**src/rtl/acr_pkg.sv**
```systemverilog
/*
  Shared constants and types for the second accelerometer control register:
  the register address, reset value and field positions, the oversampling mode
  codes, the boot timing, and the packed carriers for register access and contents.
  Assumes nothing of its surroundings.
*/
package acr_pkg;

  // register address and reset value
  localparam logic [7:0] CTRL2_ADDR = 8'h2B;
  localparam logic [7:0] CTRL2_RESET = 8'h00;
  localparam logic [7:0] RD_UNMAPPED = 8'h00;

  // field positions inside the register
  localparam int unsigned ST_BIT = 7;
  localparam int unsigned RST_BIT = 6;
  localparam int unsigned SPARE_BIT = 5;
  localparam int unsigned SMODS_MSB = 4;
  localparam int unsigned SMODS_LSB = 3;
  localparam int unsigned SLPE_BIT = 2;
  localparam int unsigned MODS_MSB = 1;
  localparam int unsigned MODS_LSB = 0;

  // boot sequence length, a least time, so it rounds up to whole cycles
  localparam int unsigned CLK_PERIOD_PS = 4000;
  localparam int unsigned BOOT_TIME_PS = 64000;
  localparam int unsigned BOOT_CYCLES = (BOOT_TIME_PS + CLK_PERIOD_PS - 1) / CLK_PERIOD_PS;

  // oversampling mode codes, shared by the sleep and wake fields
  typedef enum logic [1:0] {
    OSR_NORMAL = 2'h0,
    OSR_LOW_NOISE_LOW_POWER = 2'h1,
    OSR_HIGH_RES = 2'h2,
    OSR_LOW_POWER = 2'h3
  } acr_osr_type;

  // register contents, msb first, same layout as the register
  typedef struct packed {
    logic selfTest;
    logic rstTrig;
    logic spare;
    acr_osr_type sleepOsr;
    logic autoSleep;
    acr_osr_type wakeOsr;
  } acr_ctrl_type;

  // one register access from the serial front end
  typedef struct packed {
    logic wrEn;
    logic rdEn;
    logic [7:0] addr;
    logic [7:0] data;
  } acr_regreq_type;

endpackage

```
**src/rtl/acr_ctrl_two.sv**
```systemverilog
/*
  Second control register of a 3-axis accelerometer: self-test enable,
  self-clearing soft reset with standby-first boot, sleep and wake oversampling
  modes, and auto-sleep with FIFO flush on sleep/wake transitions.
  Assumes the serial front end presents decoded accesses synchronous to clk,
  that the run-state logic drops runActive when asked for standby, and that
  resetPin is already synchronous.
*/
// How it works
// - self-test bit 7 turns self-test on/off
// - self-test shifts every axis output level
// - soft reset bit 6 starts software reset
// - boot reloads all registers with defaults
// - from standby the reboot starts at once
// - from active, go standby first, then reboot
// - high pulse on reset pin resets everything
// - reset also clears serial interface logic
// - soft reset bit self-clears after boot
// - bits 4:3 pick the sleep oversampling mode
// - codes: normal, lownoise-lowpower, highres, lowpower
// - bits 1:0 pick the wake oversampling mode
// - auto-sleep: transitions flush FIFO, reset counters
// - run-state zero is standby, reset standby
`timescale 1ns/100ps
`default_nettype none
module acr_ctrl_two #(
  parameter int unsigned BOOT_LEN = acr_pkg::BOOT_CYCLES
) (
  input wire logic clk, // core clock, 250 MHz
  input wire logic rst, // async reset, active high
  input wire acr_pkg::acr_regreq_type regReq, // register access
  output logic [7:0] regRdData, // read data, one cycle after rdEn
  output logic regRdValid, // read data valid pulse
  input wire logic resetPin, // external reset pin, active high
  input wire logic runActive, // run-state bit of control one, 1 = active
  input wire logic sleepState, // 1 while the system is in sleep mode
  output logic selfTestEn, // self-test drive to the transducer
  output acr_pkg::acr_osr_type sleepOsr, // sleep oversampling mode
  output acr_pkg::acr_osr_type wakeOsr, // wake oversampling mode
  output logic autoSleepEn, // auto-sleep enable
  output logic forceStandby, // asks run-state logic to go standby
  output logic blockReset, // resets functional block registers
  output logic serialReset, // holds i2c/spi logic in reset
  output logic fifoFlush, // one-cycle flush and counter reset
  output logic bootBusy // soft or pin reset in progress
);
  import acr_pkg::*;

  typedef enum logic [2:0] {
    ST_IDLE = 3'b001,
    ST_WAIT = 3'b010,
    ST_BOOT = 3'b100
  } acr_state_type;

  acr_state_type state_reg, state_next;
  acr_ctrl_type ctrl_reg, ctrl_next;
  logic pinPrev_reg;
  logic sleepPrev_reg;
  logic forceStandby_reg, blockReset_reg, serialReset_reg;
  logic fifoFlush_reg, bootBusy_reg, rdValid_reg;
  logic [7:0] rdData_reg;
  logic addrHit, wrHit, pinRise, swTrigger, bootStart, bootDone, sleepEdge;
  acr_ctrl_type wrValue, bootValue;

  // access decode; writes are dropped while the serial logic is held in reset
  assign addrHit = (regReq.addr == CTRL2_ADDR);
  assign wrHit = regReq.wrEn && addrHit && !serialReset_reg;
  assign pinRise = resetPin && !pinPrev_reg;
  assign swTrigger = wrHit && regReq.data[RST_BIT] && (state_reg == ST_IDLE);
  assign sleepEdge = sleepState ^ sleepPrev_reg;

  // reset sequencer: standby first when active, then a timed boot
  always_comb begin
    state_next = state_reg;
    unique case (state_reg)
      ST_IDLE: begin
        if (pinRise) begin
          state_next = ST_BOOT;
        end else if (swTrigger) begin
          state_next = runActive ? ST_WAIT : ST_BOOT;
        end
      end
      ST_WAIT: begin
        if (pinRise || !runActive) begin
          state_next = ST_BOOT;
        end
      end
      ST_BOOT: begin
        if (bootDone) begin
          state_next = ST_IDLE;
        end
      end
    endcase
  end

  assign bootStart = (state_next == ST_BOOT) && (state_reg != ST_BOOT);

  acr_boot_timer #(
    .LEN(BOOT_LEN)
  ) u_boot_timer (
    .clk(clk),
    .rst(rst),
    .start(bootStart),
    .done(bootDone)
  );

  // value written by software; a zero in the reset bit keeps its old state
  assign wrValue = '{
    selfTest: regReq.data[ST_BIT],
    rstTrig: ctrl_reg.rstTrig || regReq.data[RST_BIT],
    spare: regReq.data[SPARE_BIT],
    sleepOsr: acr_osr_type'(regReq.data[SMODS_MSB:SMODS_LSB]),
    autoSleep: regReq.data[SLPE_BIT],
    wakeOsr: acr_osr_type'(regReq.data[MODS_MSB:MODS_LSB])
  };

  // boot reloads defaults; a software boot that waited for standby keeps the trigger visible until done
  always_comb begin
    bootValue = acr_ctrl_type'(CTRL2_RESET);
    bootValue.rstTrig = ctrl_reg.rstTrig && !pinRise;
  end

  always_comb begin
    ctrl_next = ctrl_reg;
    if (state_reg == ST_BOOT && bootDone) begin
      ctrl_next = acr_ctrl_type'(CTRL2_RESET);
    end else if (bootStart) begin
      ctrl_next = bootValue;
    end else if (wrHit && state_reg != ST_BOOT) begin
      ctrl_next = wrValue;
    end
  end

  // register and sequencer state
  always_ff @(posedge clk or posedge rst) begin
    if (rst) begin
      state_reg <= ST_IDLE;
      ctrl_reg <= acr_ctrl_type'(CTRL2_RESET);
      pinPrev_reg <= 1'b0;
      sleepPrev_reg <= 1'b0;
    end else begin
      state_reg <= state_next;
      ctrl_reg <= ctrl_next;
      pinPrev_reg <= resetPin;
      sleepPrev_reg <= sleepState;
    end
  end

  // control outputs; serial logic stays in reset for the whole boot so the
  // host quiet time starts from a clean interface
  always_ff @(posedge clk or posedge rst) begin
    if (rst) begin
      forceStandby_reg <= 1'b0;
      blockReset_reg <= 1'b0;
      serialReset_reg <= 1'b0;
      bootBusy_reg <= 1'b0;
      fifoFlush_reg <= 1'b0;
    end else begin
      forceStandby_reg <= (state_next == ST_WAIT);
      blockReset_reg <= (state_next == ST_BOOT);
      serialReset_reg <= (state_next == ST_BOOT);
      bootBusy_reg <= (state_next != ST_IDLE);
      fifoFlush_reg <= ctrl_reg.autoSleep && sleepEdge && (state_next == ST_IDLE);
    end
  end

  // read port; unmapped addresses read as zero
  always_ff @(posedge clk or posedge rst) begin
    if (rst) begin
      rdData_reg <= 8'h00;
      rdValid_reg <= 1'b0;
    end else begin
      rdValid_reg <= regReq.rdEn && !serialReset_reg;
      rdData_reg <= addrHit ? ctrl_reg : RD_UNMAPPED;
    end
  end

  assign regRdData = rdData_reg;
  assign regRdValid = rdValid_reg;
  assign selfTestEn = ctrl_reg.selfTest;
  assign sleepOsr = ctrl_reg.sleepOsr;
  assign wakeOsr = ctrl_reg.wakeOsr;
  assign autoSleepEn = ctrl_reg.autoSleep;
  assign forceStandby = forceStandby_reg;
  assign blockReset = blockReset_reg;
  assign serialReset = serialReset_reg;
  assign fifoFlush = fifoFlush_reg;
  assign bootBusy = bootBusy_reg;

  // checks next to the logic they guard; a write that boots at once reloads defaults instead
  property p_selftest_write;
    @(posedge clk) disable iff (rst)
      (wrHit && state_reg == ST_IDLE && !pinRise && !(swTrigger && !runActive))
        |=> (selfTestEn == $past(regReq.data[ST_BIT]));
  endproperty
  a_selftest_write: assert property (p_selftest_write) else $error("self-test bit not taken");

  property p_sleep_osr_write;
    @(posedge clk) disable iff (rst)
      (wrHit && state_reg == ST_IDLE && !pinRise && !(swTrigger && !runActive))
        |=> (sleepOsr == $past(regReq.data[SMODS_MSB:SMODS_LSB]));
  endproperty
  a_sleep_osr_write: assert property (p_sleep_osr_write) else $error("sleep mode field not taken");

  property p_standby_first;
    @(posedge clk) disable iff (rst)
      (swTrigger && runActive && !pinRise) |=> (forceStandby && !blockReset) ##1 (forceStandby || blockReset);
  endproperty
  a_standby_first: assert property (p_standby_first) else $error("active reset skipped standby");

  property p_boot_at_once;
    @(posedge clk) disable iff (rst)
      (swTrigger && !runActive) |=> (blockReset && serialReset && !forceStandby);
  endproperty
  a_boot_at_once: assert property (p_boot_at_once) else $error("standby reset did not boot at once");

  property p_pin_reset;
    @(posedge clk) disable iff (rst)
      (pinRise && state_reg != ST_BOOT) |=> (blockReset && serialReset);
  endproperty
  a_pin_reset: assert property (p_pin_reset) else $error("pin pulse did not reset");

  property p_reload_defaults;
    @(posedge clk) disable iff (rst)
      $rose(blockReset) |-> (!selfTestEn && !autoSleepEn && sleepOsr == OSR_NORMAL && wakeOsr == OSR_NORMAL);
  endproperty
  a_reload_defaults: assert property (p_reload_defaults) else $error("boot kept old settings");

  property p_self_clear;
    @(posedge clk) disable iff (rst)
      $fell(blockReset) |-> (!ctrl_reg.rstTrig && !bootBusy);
  endproperty
  a_self_clear: assert property (p_self_clear) else $error("reset bit not cleared after boot");

  property p_zero_ignored;
    @(posedge clk) disable iff (rst)
      (wrHit && !regReq.data[RST_BIT] && state_reg == ST_IDLE && !pinRise) |=> !bootBusy;
  endproperty
  a_zero_ignored: assert property (p_zero_ignored) else $error("zero write started a reset");

  property p_flush;
    @(posedge clk) disable iff (rst)
      (autoSleepEn && sleepEdge && state_reg == ST_IDLE && !pinRise && !swTrigger) |=> fifoFlush;
  endproperty
  a_flush: assert property (p_flush) else $error("sleep transition did not flush");
endmodule
`default_nettype wire

```
**src/rtl/acr_boot_timer.sv**
```systemverilog
/*
  Boot sequence timer: a load-and-count-down counter that pulses done
  LEN + 1 cycles after start.
  Assumes start is a one-cycle pulse in the clk domain.
*/
`timescale 1ns/100ps
`default_nettype none
module acr_boot_timer #(
  parameter int unsigned LEN = 16
) (
  input wire logic clk, // core clock
  input wire logic rst, // async reset, active high
  input wire logic start, // load the counter
  output logic done // one-cycle pulse at the end
);
  localparam int unsigned CW = $clog2(LEN + 1);
  localparam logic [CW-1:0] LEN_C = CW'(LEN);
  localparam logic [CW-1:0] ONE_C = CW'(1);

  logic [CW-1:0] count_reg;
  logic done_reg;

  // a restart while counting simply reloads, so the boot is never cut short
  always_ff @(posedge clk or posedge rst) begin
    if (rst) begin
      count_reg <= '0;
      done_reg <= 1'b0;
    end else begin
      done_reg <= (count_reg == ONE_C) && !start;
      if (start) begin
        count_reg <= LEN_C;
      end else if (count_reg != '0) begin
        count_reg <= count_reg - ONE_C;
      end
    end
  end

  assign done = done_reg;
endmodule
`default_nettype wire

```
**config.mk**
```make
export PLATFORM = sky130hd
export DESIGN_NAME = acr_ctrl_two
export DESIGN_NICKNAME = d
export VERILOG_FILES = /design/src/rtl/acr_pkg.sv /design/src/rtl/acr_ctrl_two.sv /design/src/rtl/acr_boot_timer.sv
export SDC_FILE = /design/constraint.sdc
export NUM_CORES = 1
export LEC_CHECK = 0
export ABC_AREA = 1
export BUFFER_PORTS_ARGS = -buffer_cell sky130_fd_sc_hd__buf_2
export CORE_MARGIN = 2
export CORE_UTILIZATION = 35
export DETAILED_ROUTE_END_ITERATION = 16
export GPL_ROUTABILITY_DRIVEN = 0
export GPL_TIMING_DRIVEN = 0
export PLACE_DENSITY_LB_ADDON = 0.3
export RECOVER_POWER = 100
export SLEW_MARGIN = 40
export SYNTH_ARGS = -nofsm -noshare
export SYNTH_HDL_FRONTEND = slang
export SYNTH_SLANG_ARGS = --single-unit
export TNS_END_PERCENT = 1
```
**constraint.sdc**
```tcl
create_clock -name clk -period 1.5 [get_ports clk]
set_input_delay 0.3 -clock clk [delete_from_list [all_inputs] [get_ports clk]]
set_output_delay 0.3 -clock clk [all_outputs]
set_load 0.02 [all_outputs]
```
Yosys cells after proc, flatten, opt, wreduce, memory -nomap -nowiden

Cells that the tools add are included.

Register bits after elaboration: 32
Bits of input ports: 23
Output and inout port bits: 20

Add/sub/neg operators: 1
Equality and inequality tests: 10
Multiplexer cells: 12
Bitwise logic cells: 1
Reductions and logical operators: 23

Operators with widths:

| kind                | number |
|---|---|
| $mux 8              | 4 |
| $mux 3              | 5 |
| $logic_and 1x1->1   | 13 |
| $mux 5              | 2 |
| $pmux 3 s3          | 1 |
| $eq 8x6->1 const B  | 1 |
| $eq 3x1->1 const B  | 2 |
| $eq 3x2->1 const B  | 2 |
| $eq 3x3->1 const B  | 2 |
| $eq 5x1->1 const B  | 1 |
| $logic_not 1->1     | 5 |
| $reduce_bool 5->1   | 1 |
| $sub 5x1->5 const B | 1 |
| $ne 3x1->1 const B  | 1 |
| $ne 3x3->1 const B  | 1 |
| $reduce_bool 3->1   | 1 |
| $logic_or 1x1->1    | 2 |
| $reduce_bool 2->1   | 1 |
| $xor 1x1->1         | 1 |

Longest topological paths before layout

Gate-level depths: netlist of run 1.

Word-level depth: 12
Gate-level depth with buffers: 14
Mapped depth without buffers: 14

Modules after synthesis

A second synthesis of run 1 with hierarchy kept.

Cell total of the unflattened synthesis: 178
Area total of the unflattened synthesis: 1569.0 µm²

Modules (own cells, without submodules):

| module         | instances | cells each | area each (µm²) | seq. area each (µm²) |
|---|---|---|---|---|
| acr_ctrl_two   | 1         | 140        | 1258.7          | 651.9 |
| acr_boot_timer | 1         | 38         | 310.3           | 150.1 |

Worst setup path before layout of run 1

Ideal clock, no wire load.

Path type: flip-flop to flip-flop
From: register state_reg[0]
To: register ctrl_reg[6] in the netlist's numbering
Library setup time: 117 ps
Arrival time: 1424 ps
Data required time: 1383 ps
Path slack: -41 ps
Stages on the path, launching flop included: 12
Period minus slack after synthesis: 1541 ps
Cell sequence: dfstp_2 > nand2_1 > nor2_1 > nand3_1 > nand2_1 > nand3_2 > nor2_4 > nand3_2 > nand2_1 > inv_1 > nand2_1 > nand2_1

Cells in the longest elaborated chain, start to end: 9
Elaborated cells between the ends (all ways): 17
Classes of those cells: 5 x eq/ne; 7 x mux; 5 x reduce/logical

RTL lines:

| element                | RTL line                               | source |
|---|---|---|
| from (decl)            | acr_ctrl_two.sv:55                     | `acr_state_type state_reg, state_next;` |
| from (signal assigned) | acr_ctrl_two.sv:142                    | `state_reg <= state_next;` |
| $eq 3x1->1             | acr_ctrl_two.sv:69, acr_ctrl_two.sv:75 |  |
| $logic_and 1x1->1      | acr_ctrl_two.sv:69                     | `assign swTrigger = wrHit && regReq.data[RST_BIT] && (state_reg == ST_IDLE);` |
| $mux 3                 | acr_ctrl_two.sv:79                     | `end else if (swTrigger) begin` |
| $mux 3                 | acr_ctrl_two.sv:77                     | `if (pinRise) begin` |
| $pmux 3 s3             | acr_ctrl_two.sv:75                     | `unique case (state_reg)` |
| $eq 3x3->1             | acr_ctrl_two.sv:96                     | `assign bootStart = (state_next == ST_BOOT) && (state_reg != ST_BOOT);` |
| $logic_and 1x1->1      | acr_ctrl_two.sv:96                     |  |
| $mux 8                 | acr_ctrl_two.sv:127                    | `end else if (bootStart) begin` |
| $mux 8                 | acr_ctrl_two.sv:125                    | `if (state_reg == ST_BOOT && bootDone) begin` |
| to (signal assigned)   | acr_ctrl_two.sv:138                    | `ctrl_reg <= acr_ctrl_type'(CTRL2_RESET);` |
| to (signal assigned)   | acr_ctrl_two.sv:143                    | `ctrl_reg <= ctrl_next;` |
| to (decl)              | acr_ctrl_two.sv:56                     | `acr_ctrl_type ctrl_reg, ctrl_next;` |

Several ways; a longest one is shown, not always the timed one.
A chain may end at the register's enable or synchronous reset.

Worst setup path in the final report of run 1

From: register state_reg[0]
To: register ctrl_reg, in the netlist selfTestEn

Same word-level chain as after synthesis.

==> results of run 1 <==
## synth_stat cells, drive strengths merged
library cell,number,share of area [%]
nand3,11,5.1
inv,36,8.7
o311ai,1,0.56
or2,1,0.40
nand4,9,4.6
dfstp,1,1.7
xor2,1,0.56
nor3b,1,0.80
a211oi,1,0.48
nor3,2,0.64
buf,7,3.4
nor2,24,7.6
a21oi,9,2.9
o21ai,4,1.3
nand2,33,9.2
dfrtp,31,50
ha,3,2.4
## area by class of cell
class / count / area (um^2)
buffer: 7 / 53.80
clock buffer: 7 / 96.34
fill: 429 / 2322
inverter: 36 / 137.6
multi-input combinational: 100 / 639.4
sequential: 32 / 803.3
tap: 52 / 65.06
timing repair buffer: 44 / 206.4
## power by group through the flow
stage / clock network [mW] / registers (mW) / logic (mW)
finish: 0.705 / 1.12 / 1.10
global route: 0.764 / 1.14 / 1.25
CTS: 0.741 / 1.11 / 1.01
floorplan: 0 / 1.13 / 0.753
global placement: 0 / 1.12 / 0.978
detailed placement: 0 / 1.12 / 0.997
## per-stage QoR
step | setup TNS, ns | hold slack (ns) | power [mW]
after detailed placement | -3.096 | 0.4267 | 2.119
after floorplan | 0 | 0.3314 | 1.885
after global placement | -2.714 | 0.4257 | 2.099
after global routing | -2.958 | 0.1349 | 3.159
after CTS | -1.285 | 0.1230 | 2.863
final | -1.178 | 0.1363 | 2.927
## cell families (layout without fill, tap and decap cells)
family                     count (synthesis)  after routing  share of synthesized area (%)
adders and majority gates                  3              3                          2.404
xor gates and xnor gates                   1              1                         0.5610
DFF                                       32             32                          51.36
buffers and inverters                     43             94                          12.10
and+or+nand+nor                           81             81                          28.37
AOI/OAI and AO/OA                         15             15                          5.208
## worst paths after layout
check	slack, ns	startpoint	cells after the start	endpoint
hold reg to reg	0.46	sleepPrev_reg$_DFF_PP0_	1	fifoFlush$_DFF_PP0_
min in group asynchronous	0.32	rst	2	regRdValid$_DFF_PP0_
setup reg to reg	-0.11	state_reg[0]$_DFF_PP1_	9	selfTestEn$_DFFE_PP0P_
setup / recovery	-0.11	state_reg[0]$_DFF_PP1_	9	selfTestEn$_DFFE_PP0P_
hold / removal	0.14	resetPin	1	pinPrev_reg$_DFF_PP0_
max in group asynchronous	0.39	rst	2	serialReset$_DFF_PP0_
## timing repair
| action | in CTS | in global routing |
|---|---|---|
| cloned | 0 | 0 |
| pin swaps | 2 | 9 |
| resized for setup | 6 | 14 |
| hold endpoints to repair | 0 | 0 |
| setup buffers | 0 | 2 |
| setup endpoints to repair | 17 | 17 |
## layer usage
layer	up-vias	part of all wire, %	routed length (um)	global-route usage (%)
met5	-	0	0	0
met3	7	5.7	181	4.701
met1	552	44	1403	15.91
met4	0	1.7	53	5.660
met2	30	49	1553	22.74
li1	635	-	-	-
==> metrics, run 1 <==
status finished, violations left; failing checks setup timing; fin crit share 107.5%; routed wire length 3192 um; Post-Syn Area 1561 um^2; commonest non-fill, non-tap cell in the layout inv_1; Least-Margin Pin Slew 1.181 ns; most frequent cells in the layout 34 x inv_1, 30 x dfrtp_1, 28 x buf_2; Seq pwr share 38.3%; crit-path cells nand2_2 > nor2_4 > nand4_4 > nand2_2 > nand3_2 > nor2_4 > nand2_4 > nand2_4 > a21oi_1; layout cell share with drive strength beyond 1 34.96%; Setup CP Type reg -> reg; Max Clock Skew 0.002219 ns; Max Cap Viol 0; RSZ-0062 raised after global routing yes; leakage dissipation approximately 1 nW; Ys Warns 0; Peak VDD IR 0.0006512 V; Final setup viols 14; Worst Setup Start Kind register; Worst EP arrival 1.78 ns; Slew HR 21.16%; initial drt markers 71; input/output buffers 42; 1st-pass router iterations 4; fmax a little over 600 MHz; ANT nets after route 0; antenna violations before repair 0; Worst-Skew Late Latency 0.28 ns; total global routing track utilization 13.59%; CTS clk-pin slew, worst paths 0.06 ns; Sw Ratio 37.49%; post-DR vias/cell about 4.4; cell family with most CP delay simple AND/OR/NAND/NOR gates; combinational share of power 37.7%; crit-path max FO 7; post-detail-place hpwl 2262 um; n_diodes 0; CP peak stage delay 0.54 ns; Netlist cell types 27; Mapped Cells 175; Critical Path RT 1.67 ns; largest net degree at the start of global routing 33; Syn-to-layout area delta 28.21%; sequential share of the synthesized area 51.36%; clock network power share 24.1%; Total Die Area 5012 um^2; Final Non-Filler Cells 278; total internal power 1.830 mW; CTS Buffer Depth 2; Chip Width 70.80 um; Initial Util between 30% and 40%; Final Hold Fails 0; die height roughly 71 um; final instance area 2002 um^2; placed insts 269; CP Buf/Inv Count 0; CTS HTree Levels 2; post-DR wirelength/cell 11.48 um; Num CTS Buffers 5; DRC errors left 0; total number of vias around 1200; Nets approximately 250; Hold Path Class in -> reg; net count after synthesis 201; first-pass GRT wire length roughly 5300 um; vias in the first global route 1219; placed inst area 1841 um^2; Overflow after GRT 0; post-route minimum period roughly 1.6 ns; # IOs 43; slowest CP cell dfstp_2; Sw Pwr 1.097 mW; CTS tree built; syn avg cell area 8.923 um^2; TritonCTS Sinks 32; area of the core ~4300 um^2; max reg flops 8; setup ws final -0.1121 ns; hold buffers post-CTS 0; Root Buffer clkbuf_8; Final Max Tran Viols 0; Synth Register Bits 32; dpl ws -0.2196 ns; crit end category register; Rows 24; Final Core Density between 40% and 50%; Pwr Density about 1500 nW/um^2
Note: power is estimated with default switching activity, not from simulation.
==> run 2: changes to the inputs <==
--- a/config.mk
+++ b/config.mk
@@ -5,7 +5,6 @@
 export SDC_FILE = /design/constraint.sdc
 export NUM_CORES = 1
 export LEC_CHECK = 0
-export ABC_AREA = 1
 export BUFFER_PORTS_ARGS = -buffer_cell sky130_fd_sc_hd__buf_2
 export CORE_MARGIN = 2
 export CORE_UTILIZATION = 35
==> run 2 against run 1 <==
Compared with the run above: the run still ends with setup timing left; via count is 7.0% lower; combinational power decreased by 27%; highest routed layer unchanged; critical path depth fell by 5; critical path type unchanged; cell count decreased by 17%; wire length decreased by 1.0%.
==> metrics, run 2 <==
status finished, violations left; failing checks setup timing; post-DR vias/cell 4.905; commonest non-fill, non-tap cell in the layout dfrtp_1; input/output buffers 42; vias in the first global route between 1000 and 1500; Syn-to-layout area delta 32.36%; ANT nets after route 0; Max Cap Viol 0; die height slightly below 70 um; initial drt markers 40; met1 WL 1331 um; Critical Path RT 1.64 ns; net count after synthesis 153; area of the core 4000 um^2; CP peak stage delay 0.54 ns; Post-Route Setup TNS -3.447 ns; met3 WL 209 um; layout cell share with drive strength beyond 1 32.42%; Synth Register Bits 32; fmax 572.5 MHz; Pwr Density 1462 nW/um^2; Worst-Skew Late Latency 0.28 ns; Async S/R FF share, synth 100.0%; top post-synthesis cells by area dfrtp_1 53%, mux2i_1 5.5%, nor3_1 3.8%; CP Buf/Inv Count 0; antenna violations before repair 0; CTS HTree Levels 2; Rows 23; crit end category register; CTS tree built; Setup CP Type reg -> reg; post-detail-place hpwl 2143 um; Nets 207; Overflow after GRT 0; leakage dissipation 0.9441 nW; DR top layer met4; Total Power 2.828 mW; Primary FF master, synth dfrtp_1; RSZ-0062 raised after global routing yes; Ys Warns 0; max reg flops 8; Final Max Tran Viols 0; Mapped Cells 127; top cells by count, synth 31 x dfrtp_1, 11 x nor3_1, 8 x and3_1, 8 x mux2i_1, 7 x nor2_1; post-synth top area cell dfrtp_1; Total Die Area 4708 um^2; Slew HR a little over a fifth; first-pass GRT wire length 4878 um; met2 WL post-DR 1591 um; 1st-pass router iterations 4; most frequent cells in the layout 30 x dfrtp_1, 22 x buf_2, 22 x clkbuf_1; routed wire length ~3200 um; cell family with most CP delay compound AO/OA/AOI/OAI gates; Chip Width 68.62 um; n_diodes 0; count leader, synth dfrtp_1; DRC errors left 0; CTS Buffer Depth 2; sequential share of the synthesized area a little over half; Netlist cell types 37; area share of the leading cell type in the synthesized netlist a little over half; Post-synth EDFFs 0; Root Buffer clkbuf_8; Initial Util a little over a third; Post-Syn Area ~1500 um^2; Max Clock Skew ~0.0044 ns; largest net degree at the start of global routing 33; total global routing track utilization 14.22%; Final Hold Fails 0; hold buffers post-CTS 0; CTS clk-pin slew, worst paths 0.07 ns; syn avg cell area about 12 um^2; fin crit share 116.5%; setup ws final -0.2468 ns; fill count 386; crit-path max FO 3; # IOs between 40 and 50; total number of vias 1138; Num CTS Buffers 5; post-DR wirelength/cell 13.62 um; Final setup viols 19; slowest CP cell dfstp_2; Worst Setup Start Kind register; Least-Margin Pin Slew 1.184 ns; TritonCTS Sinks 32; crit-path cells and4bb_2 > nand4_1 > a2111oi_1 > a211oi_1; Peak VDD IR approximately 0.00061 V; post-route minimum period around 1.7 ns; Hold Path Class in -> reg; Worst EP arrival 1.89 ns
run 2: cell count changes after synthesis, moves of 3 or more:
cell / before / now
nand2_1: 29 / 5
and3_1: 0 / 8
o21ai_0: 4 / 1
nand3_2: 5 / 0
nand3_1: 6 / 1
nor3_1: 2 / 11
a21oi_1: 9 / 4
inv_1: 35 / 5
nor2b_1: 0 / 5
nand4_1: 8 / 2
nor2_1: 20 / 7
mux2i_1: 0 / 8
run 2: cell families (layout without fill, tap and decap cells):
kind of cell / count (synthesis) / after routing / share of synthesized area [%]
XOR/XNOR: 3 / 3 / 1.798
flip-flops: 32 / 32 / 54.88
multiplexers: 8 / 8 / 5.480
AND/OR/NAND/NOR: 49 / 49 / 20.46
AO/OA/AOI/OAI: 16 / 16 / 8.220
adder cells (fa/ha/maj): 3 / 3 / 2.569
buffers and inverters: 16 / 71 / 6.592
run 2: layout make-up:
class | count | area, um^2 | area share [%]
multi-input combinational | 79 | 614.3 | 31.76
buffer | 10 | 76.32 | 3.946
tap | 50 | 62.56 | 3.234
inverter | 6 | 22.52 | 1.164
clock inverter | 1 | 30.03 | 1.552
clock buffer | 7 | 96.34 | 4.981
timing repair buffer | 47 | 229.0 | 11.84
sequential | 32 | 803.3 | 41.53
run 2: final timing paths:
path	startpoint	depth (start not counted)	slack (ns)	endpoint
max	state_reg[0]$_DFF_PP1_	4	-0.25	ctrl_reg[6]$_DFFE_PP0P_
min	resetPin	1	0.14	pinPrev_reg$_DFF_PP0_
max reg2reg	state_reg[0]$_DFF_PP1_	4	-0.25	ctrl_reg[6]$_DFFE_PP0P_
min reg2reg	serialReset$_DFF_PP0_	1	0.50	regRdValid$_DFF_PP0_
max in group asynchronous	rst	2	0.38	state_reg[1]$_DFF_PP0_
min in group asynchronous	rst	2	0.34	sleepPrev_reg$_DFF_PP0_
run 2: per-layer routing:
metal  global-route usage, %  vias to the layer above
met3                   4.058                        4
met4                   4.500                        0
li1                        -                      552
met5                       0                        -
met1                   15.46                      546
met2                   26.32                       36
run 2: per-stage QoR:
| stage | area, um^2 | std cells | hold WS (ns) | utilization, % | worst slack [ns] |
|---|---|---|---|---|---|
| after global placement | 1734 | 219 | 0.4201 | 43.35 | -0.2519 |
| final | 1934 | 232 | 0.1432 | 48.36 | -0.2468 |
| after global routing | 1934 | 232 | 0.1438 | 48.36 | -0.3073 |
| after detailed placement | 1734 | 219 | 0.4259 | 43.35 | -0.2801 |
| after floorplan | 1461 | 127 | 0.3314 | - | -0.09564 |
| after CTS | 1933 | 232 | 0.1396 | 48.33 | -0.2202 |
run 2: timing repair:
action | 4_1_cts | 5_1_grt
setup endpoints to repair | 19 | 20
buffers inserted | 4 | 0
gates cloned | 1 | 0
gates resized for setup | 9 | 8
pin swaps | 6 | 4
run 2: power breakdown:
group | leakage [nW] | switching (mW) | total (mW) | internal [mW]
combinational | 0.464 | 0.435 | 0.808 | 0.373
sequential | 0.416 | 0.121 | 1.13 | 1.01
clock | 0.0645 | 0.306 | 0.892 | 0.586
